<file path="config.mk">
export PLATFORM = sky130hd
export DESIGN_NAME = dcr_ctrl_regs
export DESIGN_NICKNAME = d
export VERILOG_FILES = /design/src/logic/dcr_pkg.sv /design/src/logic/dcr_ctrl_regs.sv /design/src/logic/dcr_gain_decode.sv
export SDC_FILE = /design/constraint.sdc
export NUM_CORES = 1
export LEC_CHECK = 0
export BUFFER_PORTS_ARGS = -buffer_cell sky130_fd_sc_hd__buf_4
export CORE_MARGIN = 2
export CORE_UTILIZATION = 59
export CTS_CLUSTER_SIZE = 8
export DETAILED_ROUTE_END_ITERATION = 10
export PLACE_DENSITY = 0.81
export SLEW_MARGIN = 20
export SYNTH_ARGS = -nofsm -noshare
export SYNTH_HDL_FRONTEND = slang
export SYNTH_SLANG_ARGS = --single-unit
</file>
<file path="constraint.sdc">
create_clock -name ref_clk -period 2.6 [get_ports ref_clk]
set_input_delay 0 -clock ref_clk [delete_from_list [all_inputs] [get_ports ref_clk]]
set_output_delay 0 -clock ref_clk [all_outputs]
set_load 0.02 [all_outputs]
</file>
<file path="src/logic/dcr_pkg.sv">
/*
 * Shared constants and types for the dual codec control register bank:
 * register addresses, reset values, field positions, gain code points,
 * the control-port state machine encoding and the carrier structs.
 * Assumes a single control clock; nothing here holds logic.
 */
package dcr_pkg;

   // ************************************************************
   // Register addresses and reset values
   // ************************************************************
   localparam logic [7:0] REG_ADC1 = 8'h03;
   localparam logic [7:0] REG_DAC1 = 8'h04;
   localparam logic [7:0] REG_ROUTE1 = 8'h05;
   localparam logic [7:0] REG_RATE2 = 8'h06;
   localparam logic [7:0] REG_CTRL2 = 8'h07;
   localparam logic [7:0] ADC1_RST = 8'h00;
   localparam logic [7:0] DAC1_RST = 8'h00;
   localparam logic [7:0] ROUTE1_RST = 8'h84;
   localparam logic [7:0] RATE2_RST = 8'h50;
   localparam logic [7:0] CTRL2_RST = 8'h50;
   localparam logic [7:0] UNMAPPED_RD = 8'h00;

   // ************************************************************
   // Field positions
   // ************************************************************
   localparam int OVF_BIT = 7;
   localparam int LINE_OUT_BIT = 0;
   localparam int SWRST_BIT = 0;

   // ************************************************************
   // Gain code points and control-port address
   // ************************************************************
   localparam int GAIN_CODE_W = 6;
   localparam logic [5:0] GAIN_MUTE = 6'h30;
   localparam logic [5:0] GAIN_UNITY = 6'h19;
   localparam logic [5:0] GAIN_MAX = 6'h21;
   localparam logic [5:0] GAIN_ZERO = 6'h00;
   localparam logic [4:0] I2C_ADDR_HI = 5'h1C;
   localparam logic [3:0] BYTE_BITS = 4'h8;

   // ************************************************************
   // Types
   // ************************************************************
   typedef enum logic [8:0] {
      ST_IDLE = 9'h001,
      ST_ADDR = 9'h002,
      ST_AACK = 9'h004,
      ST_PTR = 9'h008,
      ST_PACK = 9'h010,
      ST_WDATA = 9'h020,
      ST_WACK = 9'h040,
      ST_RDATA = 9'h080,
      ST_RACK = 9'h100
   } dcr_port_st_t;

   typedef struct packed {
      logic mute;
      logic unity;
      logic signed [5:0] steps;
   } dcr_gain_t;

   localparam dcr_gain_t GAIN_RST = '{mute: 1'b0, unity: 1'b1,
      steps: 6'h00};

   typedef struct packed {
      logic handsetInputSelect;
      logic headsetInputSelect;
      logic microphoneInputSelect;
      logic lineInputSelect;
      logic callerIdInputSelect;
      logic handsetOutputSelect;
      logic headsetOutputSelect;
      logic speakerOutputSelect;
      logic lineOutputSelect;
      logic [5:0] adcGainCode;
      logic [5:0] dacGainCode;
   } dcr_c1_ctrl_t;

   typedef struct packed {
      logic [3:0] dDivisorM1;
      logic [3:0] nRate;
      logic [3:0] iRateM1;
      logic analogLoopback;
      logic digitalLoopback;
      logic powerDown;
   } dcr_c2_ctrl_t;

   typedef struct packed {
      dcr_port_st_t st;
      logic sclPrev;
      logic sdaPrev;
      logic [7:0] shift;
      logic [3:0] bitCnt;
      logic rw;
      logic [7:0] ptr;
      logic sdaOe;
      logic ovf;
      logic [6:0] adcField;
      logic [5:0] dacGain;
      logic [7:0] route;
      logic [7:0] rate2;
      logic [7:0] ctrl2;
      logic swRst2;
   } dcr_regs_state_t;

   localparam dcr_regs_state_t REGS_RST = '{st: ST_IDLE, sclPrev: 1'b1,
      sdaPrev: 1'b1, shift: 8'h00, bitCnt: 4'h0, rw: 1'b0, ptr: 8'h00,
      sdaOe: 1'b0, ovf: 1'b0, adcField: ADC1_RST[6:0],
      dacGain: DAC1_RST[5:0], route: ROUTE1_RST, rate2: RATE2_RST,
      ctrl2: CTRL2_RST, swRst2: 1'b0};

endpackage

</file>
<file path="src/logic/dcr_ctrl_regs.sv">
/*
 * Control register bank for a dual voice codec, addresses 3 to 7, reached
 * over the two-wire control port (open-drain data, host-driven clock).
 * Assumes scl, sda and the address straps are synchronous to ref_clk and
 * that ref_clk is fast enough to see every control-port level.
 */
// Functional notes
// Addresses 3 to 7 decode to five eight-bit control registers.
// Bit 7 of address 3 reports codec 1 ADC overflow.
// Address 3 bits 6:1 set ADC gain; 110000 mutes; 12 to -36 dB.
// Gain code 100001 is maximum, each step down 1.5 dB, 000001 minimum.
// ADC codes 011001 and 000000 both give unity gain.
// Address 3 bit 0 routes codec 1 to the line output.
// Address 4 bits 7:6 ignored; bits 5:0 DAC gain, same code map.
// DAC codes 011001 and 000000 both give unity gain.
// Address 5 bits 7:3 select handset, headset, mic, line, caller-ID in.
// Address 5 bits 2:0 select handset, headset, speaker outputs.
// Address 5 resets to 0x84: handset in, handset out.
// Address 6 bits 7:4 hold D divisor minus one.
// Address 6 bits 3:0 hold N as plain binary.
// Address 6 resets to 0x50.
// Address 7 bits 7:4 hold I minus one.
// Address 7 bit 3 enables codec 2 analog loopback.
// Address 7 bit 2 enables codec 2 digital loopback.
// Address 7 bit 1 powers codec 2 down.
// Writing one to address 7 bit 0 resets codec 2 control state.
// Address 7 resets to 0x50.
// Codec 1 software reset restores addresses 3 to 5 to defaults.
// Port address is 11100 then the two strap bits.
// Overflow bit is read-only; writes keep it unchanged.
`timescale 1ns/1ps
module dcr_ctrl_regs (
   // Clock and reset
   input wire logic ref_clk,
   input wire logic rst_n,
   // Control port pins
   input wire logic sclIn,
   input wire logic sdaIn,
   output logic sdaOut,
   output logic sdaOe,
   input wire logic [1:0] addrStrap,
   // Codec events
   input wire logic adcOverflow,
   input wire logic codec1SwReset,
   // Codec controls
   output dcr_pkg::dcr_c1_ctrl_t c1Ctrl,
   output dcr_pkg::dcr_c2_ctrl_t c2Ctrl,
   output dcr_pkg::dcr_gain_t adcGain,
   output dcr_pkg::dcr_gain_t dacGain,
   output logic codec2SwResetPulse
);
   import dcr_pkg::*;

   dcr_regs_state_t s;
   dcr_regs_state_t n;
   logic startCond;
   logic stopCond;
   logic sclRise;
   logic sclFall;
   logic wrStb;
   logic rdLoad;
   logic [7:0] rdByte;

   // ************************************************************
   // Read mux
   // ************************************************************
   function automatic logic [7:0] read_byte(input dcr_regs_state_t r);
      logic [7:0] v;
      v = UNMAPPED_RD;
      if (r.ptr == REG_ADC1) begin
         v = {r.ovf, r.adcField};
      end else if (r.ptr == REG_DAC1) begin
         v = {2'h0, r.dacGain};
      end else if (r.ptr == REG_ROUTE1) begin
         v = r.route;
      end else if (r.ptr == REG_RATE2) begin
         v = r.rate2;
      end else if (r.ptr == REG_CTRL2) begin
         v = r.ctrl2;
      end
      return v;
   endfunction

   assign rdByte = read_byte(s);
   assign startCond = s.sclPrev && sclIn && s.sdaPrev && !sdaIn;
   assign stopCond = s.sclPrev && sclIn && !s.sdaPrev && sdaIn;
   assign sclRise = !s.sclPrev && sclIn;
   assign sclFall = s.sclPrev && !sclIn;

   // ************************************************************
   // Next state
   // ************************************************************
   always_comb begin
      n = s;
      n.sclPrev = sclIn;
      n.sdaPrev = sdaIn;
      n.swRst2 = 1'b0;
      wrStb = 1'b0;
      rdLoad = 1'b0;
      if (startCond) begin
         // Repeated start keeps the pointer for read-after-write
         n.st = ST_ADDR;
         n.bitCnt = 4'h0;
         n.sdaOe = 1'b0;
      end else if (stopCond) begin
         n.st = ST_IDLE;
         n.sdaOe = 1'b0;
      end else if (sclRise) begin
         if (s.st == ST_ADDR || s.st == ST_PTR || s.st == ST_WDATA) begin
            n.shift = {s.shift[6:0], sdaIn};
            n.bitCnt = s.bitCnt + 4'h1;
         end else if (s.st == ST_RDATA) begin
            n.bitCnt = s.bitCnt + 4'h1;
         end else if (s.st == ST_RACK) begin
            // Host not acking ends the read burst
            if (sdaIn) begin
               n.st = ST_IDLE;
            end else begin
               n.ptr = s.ptr + 8'h01;
            end
         end
      end else if (sclFall) begin
         unique case (s.st)
            ST_ADDR: begin
               if (s.bitCnt == BYTE_BITS) begin
                  if (s.shift[7:1] == {I2C_ADDR_HI, addrStrap}) begin
                     n.st = ST_AACK;
                     n.rw = s.shift[0];
                     n.sdaOe = 1'b1;
                  end else begin
                     n.st = ST_IDLE;
                  end
               end
            end
            ST_AACK: begin
               if (s.rw) begin
                  rdLoad = 1'b1;
               end else begin
                  n.st = ST_PTR;
                  n.sdaOe = 1'b0;
                  n.bitCnt = 4'h0;
               end
            end
            ST_PTR: begin
               if (s.bitCnt == BYTE_BITS) begin
                  n.ptr = s.shift;
                  n.st = ST_PACK;
                  n.sdaOe = 1'b1;
               end
            end
            ST_PACK: begin
               n.st = ST_WDATA;
               n.sdaOe = 1'b0;
               n.bitCnt = 4'h0;
            end
            ST_WDATA: begin
               if (s.bitCnt == BYTE_BITS) begin
                  wrStb = 1'b1;
                  n.st = ST_WACK;
                  n.sdaOe = 1'b1;
               end
            end
            ST_WACK: begin
               // Burst writes walk up through the map
               n.st = ST_WDATA;
               n.sdaOe = 1'b0;
               n.bitCnt = 4'h0;
               n.ptr = s.ptr + 8'h01;
            end
            ST_RDATA: begin
               if (s.bitCnt == BYTE_BITS) begin
                  n.st = ST_RACK;
                  n.sdaOe = 1'b0;
               end else begin
                  n.shift = {s.shift[6:0], 1'b0};
                  n.sdaOe = !s.shift[6];
               end
            end
            ST_RACK: begin
               rdLoad = 1'b1;
            end
            default: begin
               n.st = ST_IDLE;
            end
         endcase
      end
      if (rdLoad) begin
         n.shift = rdByte;
         n.sdaOe = !rdByte[7];
         n.bitCnt = 4'h0;
         n.st = ST_RDATA;
      end
      if (wrStb) begin
         if (s.ptr == REG_ADC1) begin
            n.adcField = s.shift[6:0];
         end else if (s.ptr == REG_DAC1) begin
            n.dacGain = s.shift[5:0];
         end else if (s.ptr == REG_ROUTE1) begin
            n.route = s.shift;
         end else if (s.ptr == REG_RATE2) begin
            n.rate2 = s.shift;
         end else if (s.ptr == REG_CTRL2) begin
            if (s.shift[SWRST_BIT]) begin
               n.rate2 = RATE2_RST;
               n.ctrl2 = CTRL2_RST;
               n.swRst2 = 1'b1;
            end else begin
               n.ctrl2 = s.shift;
            end
         end
      end
      if (codec1SwReset) begin
         n.adcField = ADC1_RST[6:0];
         n.dacGain = DAC1_RST[5:0];
         n.route = ROUTE1_RST;
         n.ovf = 1'b0;
      end
      // Reading the overflow flag clears it
      if (rdLoad && s.ptr == REG_ADC1) begin
         n.ovf = 1'b0;
      end
      // Set wins over any clear in the same cycle
      if (adcOverflow) begin
         n.ovf = 1'b1;
      end
   end

   always_ff @(posedge ref_clk) begin
      if (!rst_n) begin
         s <= REGS_RST;
      end else begin
         s <= n;
      end
   end

   // ************************************************************
   // Outputs
   // ************************************************************
   // Open drain: the pin is only ever pulled low
   assign sdaOut = 1'b0;
   assign sdaOe = s.sdaOe;
   assign c1Ctrl = {s.route, s.adcField[LINE_OUT_BIT], s.adcField[6:1],
      s.dacGain};
   assign c2Ctrl = {s.rate2, s.ctrl2[7:1]};
   assign codec2SwResetPulse = s.swRst2;

   logic [5:0] gainCodes [2];
   dcr_gain_t gainOut [2];
   assign gainCodes[0] = s.adcField[6:1];
   assign gainCodes[1] = s.dacGain;

   generate
      for (genvar g = 0; g < 2; g++) begin : g_gain
         dcr_gain_decode #(
            .CODE_W(GAIN_CODE_W)
         ) u_dec (
            .ref_clk(ref_clk),
            .rst_n(rst_n),
            .gainCode(gainCodes[g]),
            .gain(gainOut[g])
         );
      end
   endgenerate

   assign adcGain = gainOut[0];
   assign dacGain = gainOut[1];
endmodule // dcr_ctrl_regs

</file>
<file path="src/logic/dcr_gain_decode.sv">
/*
 * Registered decoder for one six-bit PGA gain code: mute, unity and the
 * signed gain in steps of 1.5 dB relative to unity.
 * Assumes the code comes from a register on the same clock.
 */
`timescale 1ns/1ps
module dcr_gain_decode #(
   parameter int CODE_W = 6
) (
   // Clock and reset
   input wire logic ref_clk,
   input wire logic rst_n,
   // Code in, decoded gain out
   input wire logic [CODE_W-1:0] gainCode,
   output dcr_pkg::dcr_gain_t gain
);
   import dcr_pkg::*;

   generate
      if (CODE_W != GAIN_CODE_W) begin : g_bad_width
         $error("gain code width must be six bits");
      end
   endgenerate

   dcr_gain_t s;
   dcr_gain_t n;

   always_comb begin
      n = '{mute: 1'b0, unity: 1'b0, steps: 6'h00};
      if (gainCode == GAIN_MUTE) begin
         n.mute = 1'b1;
      end else if (gainCode == GAIN_ZERO || gainCode == GAIN_UNITY) begin
         n.unity = 1'b1;
      end else if (gainCode <= GAIN_MAX) begin
         n.steps = 6'(gainCode - GAIN_UNITY);
      end else begin
         // Undefined codes are muted rather than guessed at
         n.mute = 1'b1;
      end
   end

   always_ff @(posedge ref_clk) begin
      if (!rst_n) begin
         s <= GAIN_RST;
      end else begin
         s <= n;
      end
   end

   assign gain = s;
endmodule // dcr_gain_decode

</file>
* Yosys cells after proc, flatten, opt, wreduce, memory -nomap -nowiden
Index checks and enable logic that the tools add are counted.
** Word-level totals
- Flip-flop bits (word level) :: 88
- Bits of input ports :: 8
- Output and inout port bits :: 55
- Logic and storage cells :: 252
** Cells by class
- Add/subtract/negate cells :: 4
- Order comparisons :: 2
- Equality and inequality tests :: 61
- Multiplexer cells :: 97
- Bitwise gates (word level) :: 12
- Reductions and logical operators :: 53
** Operators with widths (count)
- $mux W8 :: 21
- $mux W9 :: 13
- $pmux W9 S7 :: 1
- $ne A5 B4 Y1 const B :: 9
- $mux W22 :: 2
- $mux W38 :: 1
- $mux W1 :: 35
- $mux W17 :: 2
- $reduce_and A11 Y1 :: 3
- $eq A8 B3 Y1 const B :: 4
- $mux W31 :: 1
- $mux W6 :: 5
- $mux W25 :: 1
- $ne A5 B5 Y1 const B :: 5
- $mux W12 :: 2
- $mux W21 :: 1
- $mux W7 :: 3
- $ne A6 B5 Y1 const B :: 3
- $reduce_and A6 Y1 :: 3
- $mux W4 :: 4
- $ne A4 B4 Y1 const B :: 4
- $pmux W8 S2 :: 1
- $reduce_bool A3 Y1 :: 5
- $eq A6 B5 Y1 const B :: 2
- other kinds (48) :: 98

* Depth between registers and ports, before layout
- Depth after elaboration :: 11
- Mapped depth :: 10
- Gate-level depth less buffers :: 8

* Cells and area by module
Synthesis repeated with hierarchy kept, for this count alone.
** Second synthesis, totals
- Cell total of the unflattened synthesis :: 651
- Area, all modules :: 5300.1 sq um
** Modules (own cells, without submodules)
- dcr_ctrl_regs :: instances 1, cells an instance 578, area each 4631.9 sq um
- dcr_gain_decode (g_gain[1].u_dec) :: instances 1, cells an instance 37, area each 340.3 sq um
- dcr_gain_decode (g_gain[0].u_dec) :: instances 1, cells an instance 36, area each 327.8 sq um

* Worst setup path before layout
Ideal clock, no wire load.
- Path kind :: register -> register
- Start point :: reg s[62] in the netlist's numbering
- End point :: reg s[52] in the netlist's numbering
- Library setup time :: 0.070 ns
- Arrival :: 2.039 ns
- Data required time :: 2.530 ns
- Slack :: 0.491 ns
- Cell stages (with the launch flop) :: 9
- Path buffers :: 1
- Period minus slack after synthesis :: 2.109 ns
- Cells stage by stage :: dfxtp_1 -> inv_1 -> ha_1 -> clkbuf_1 -> and3b_1 -> a31oi_1 -> nand2_1 -> or4_1 -> a21oi_1
** On the way
- Word-level cells in the longest chain between the ends :: 6
- Elaborated cells on any way between the ends :: 20
** RTL lines
- from (decl) :: line dcr_ctrl_regs.sv:54 : dcr_regs_state_t s;
- from (signal assigned) :: line dcr_ctrl_regs.sv:232 : s <= n;
- $logic_and A1 B1 Y1, or another cell as far along :: line dcr_ctrl_regs.sv:88 : assign sclFall = s.sclPrev && !sclIn;
- $mux W1, or another cell as far along :: line dcr_ctrl_regs.sv:122 : end else if (sclFall) begin
- $mux W1 / $logic_and A1 B1 Y1 (equally long branches) :: line dcr_ctrl_regs.sv:108, dcr_ctrl_regs.sv:86
- $mux W1 :: line dcr_ctrl_regs.sv:105 : end else if (stopCond) begin
- $mux W1 :: line dcr_ctrl_regs.sv:100 : if (startCond) begin
- $reduce_or A3 Y1 (no line)
Several ways; a longest one is shown, not always the timed one.
A chain may end at the register's enable or synchronous reset.

* Worst setup path in the final report
- Start point :: reg s[62] in the netlist's numbering
- End point :: reg s[45] in the netlist's numbering
** On the way
- Word-level cells in the longest chain between the ends :: 5
- Elaborated cells on any way between the ends :: 19
** RTL lines
- parallel branches: the longest is 5 deep, another holds $reduce_and A9 Y1
Parallel ways; which one is timed is not known.

==> impl_metrics.json <==
{
  "cts_tree": "built",
  "end_kind": "flop",
  "drt_wl_total_um": 14200,
  "post_cts_resized": 0,
  "synth.distinct_cells": 75,
  "avgViaCountPerCell": 6.30,
  "fin_skew_ps": 12.4,
  "netlist_area_mm2": 0.00522,
  "ys_seq_area_frac": 0.334,
  "crit_chain": "inv_1 -> ha_1 -> buf_4 -> a2111oi_0 -> o21ai_1 -> nor2_2 -> buf_4 -> a21oi_1 -> a211oi_1",
  "fp-row-count": 34,
  "num_antenna_cells": 0,
  "synth_top_family_by_area": "simple AND/OR/NAND/NOR gates",
  "synthAdderAreaFrac": 0.0336,
  "slew_headroom": 0.562,
  "period_share": 0.936,
  "grt_pass1_vias": 4493,
  "drv_cap": 0,
  "powerDensity_mw_per_mm2": 462,
  "synth_edf_count": 0,
  "ys_top_cells_by_area": "dfxtp_1 (33%), buf_4 (5.6%), nand2_1 (4.7%), nor2_1 (4.3%), a21oi_1 (3.5%)",
  "critPathArrivalTime_ps": 2730,
  "synth_compound_area_frac": 0.207,
  "ctsRootBufferMaster": "clkbuf_8",
  "synth_top_area_cell": "dfxtp_1",
  "tightestPinTransition_ps": 657,
  "fin_nets": 690,
  "drc": 0,
  "synthCells": 648,
  "htreeDepth": 3,
  "leakage_nw": 2.34,
  "cp-start-kind": "flop",
  "hpwlAfterDp_um": 10400,
  "syn2layout_area_growth_pct": 10.8,
  "firstDrtPassIters": 8,
  "die_y_um": 98.0,
  "synth_ff_type": "dfxtp_1",
  "async_flop_share": 0,
  "io_pins": 63,
  "clockBufferDepth": 2,
  "post_cts.repair.setup_buffers": 0,
  "grt_max_degree": 28,
  "slowest_delay_ps": 570,
  "path_class": "flop to flop",
  "vias": 4921,
  "clock.fmax_mhz": 411,
  "grt_pass1_wl_um": 22600,
  "grt_antenna_before_repair": 0,
  "synth_xor_area_frac": 0.0319,
  "cts_made_buffers": 9,
  "wl_per_cell_um": 18.2,
  "initialDrtViolationCount": 469,
  "vdd_drop_max_v": 0.000234,
  "ys_warn_count": 0,
  "io_buffers": 61,
  "ant_nets": 0,
  "hold_violations": 0,
  "grt-ovfl-total": 0,
  "synth_fp_nets": 670,
  "yosysTopAreaCellShare": 0.334,
  "path_clk_slew_ps": 90,
  "grt_usage": 0.294,
  "path_buf_inv": 3,
  "die_w_um": 98.0,
  "layoutNonFillerInstCount": 781,
  "status": "finished clean",
  "finalWeightedCongestion": 0.925,
  "crit_slowest_cell": "a2111oi_0",
  "tns_ps": 0,
  "worst-path-max-fanout": 14,
  "rsz0062_at_grt": "no",
  "initial_core_util": 0.604,
  "crit_path_frequent_cell": "buf_4",
  "synthMuxAreaShare": 0.0329,
  "crit_family": "compound AO/OA/AOI/OAI gates",
  "cts_hold_buf": 5,
  "dp_cells": 760,
  "setup_viol": 0,
  "hold_path.class": "input port to flop",
  "yosys.area_share.simple": 0.253,
  "drv_slew": 0,
  "insertion_delay_ps": 380,
  "die_area_mm2": 0.00961,
  "fin_crit_ps": 2430,
  "core_mm2": 0.00864,
  "critPathRequiredTime_ps": 2890,
  "cts.sinks": 87,
  "ys_ff_latch": 87,
  "drive_gt1_frac": 0.183,
  "avgSynthCellArea_um2": 8.05
}
==> stage by stage <==
step | power (mW) | hold WS [ps] | setup slack (ps) | util | instance area [µm²]
finish | 2.67 | 237 | 165 | 0.670 | 5780
global route | 2.76 | 243 | 20.9 | 0.670 | 5780
CTS | 2.67 | 215 | 229 | 0.670 | 5780
detailed placement | 1.65 | 230 | 280 | 0.639 | 5520
global placement | 1.65 | 215 | 354 | 0.639 | 5520
floorplan | 1.57 | 100 | 491 | - | 5220
==> sequential cells by signal, summed over array words and instances (netlist names) <==
signal	cells
c1Ctrl	21
g_gain.u_dec.gain	16
codec2SwResetPulse	1
sdaOe	1
c2Ctrl	15
s	33
==> synth_stat cells, types with 9 or more instances <==
master	count
o211ai_1	9
xnor2_1	10
nand2_1	65
nand3_1	26
buf_2	9
nor2b_1	11
nor2_1	60
a21oi_1	36
a211oi_1	9
clkbuf_1	31
a22o_1	10
ha_1	14
mux2i_1	16
nand3b_1	11
nor3_1	11
inv_1	20
xor2_1	9
nand4_1	10
dfxtp_1	87
o21ai_0	25
buf_4	39
==> cells in the final DEF, fill, tap and decap left out, drive strengths merged, types with 11 or more instances in the layout <==
master	count
a211oi	11
a21oi	37
buf	86
clkbuf	11
dfxtp	87
ha	14
inv	21
mux2i	16
nand2	65
nand3	26
nand3b	11
nor2	62
nor2b	11
nor3	15
o21ai	32
==> worst register-to-register path, stage by stage, from the launching register on <==
cell	delay [ps]
dfxtp_1	390
inv_1	80
ha_1	200
buf_4	180
a2111oi_0	570
o21ai_1	280
nor2_2	170
buf_4	200
a21oi_1	80
a211oi_1	200
==> path summary, 6_finish.rpt <==
check / start / end / slack [ps] / depth (start not counted)
setup / recovery: s[62]$_SDFF_PN1_ / s[45]$_SDFFE_PN0P_ / 170 / 9
hold / removal: addrStrap[0] / s[65]$_SDFFE_PP0P_ / 240 / 6
hold reg to reg: c2Ctrl[2]$_SDFFE_PN0P_ / c2Ctrl[2]$_SDFFE_PN0P_ / 490 / 2
setup reg to reg: s[62]$_SDFF_PN1_ / s[45]$_SDFFE_PN0P_ / 170 / 9
==> final cells by class <==
class                      count  area (µm²)
sequential                    87        1740
multi-input combinational    459        2920
tap                          108         135
clock inverter                 5        63.8
timing repair buffer          91         696
clock buffer                  11         151
fill                         746        2850
inverter                      20        75.1
==> metal layers <==
layer  part of all wire  vias to the layer above  global-route usage
li1                   -                     2317                   -
met5                  0                        -                   0
met3              0.090                       51              0.0558
met2               0.46                      266               0.472
met4              0.040                        0               0.152
met1               0.41                     2287               0.377
==> cell families after synthesis <==
group | after synthesis
xor+xnor | 19
simple gates | 253
mux | 17
flops | 87
other cells | 1
fa+ha+maj | 14
buf+inv | 102
compound gates | 155
==> where the power goes <==
part / switching (mW) / internal [mW] / total (mW)
sequential: 0.0236 / 1.35 / 1.37
combinational: 0.172 / 0.0962 / 0.268
clock: 0.529 / 0.504 / 1.03
total: 0.725 / 1.95 / 2.67
No activity file was read; power rests on OpenSTA's default activity.
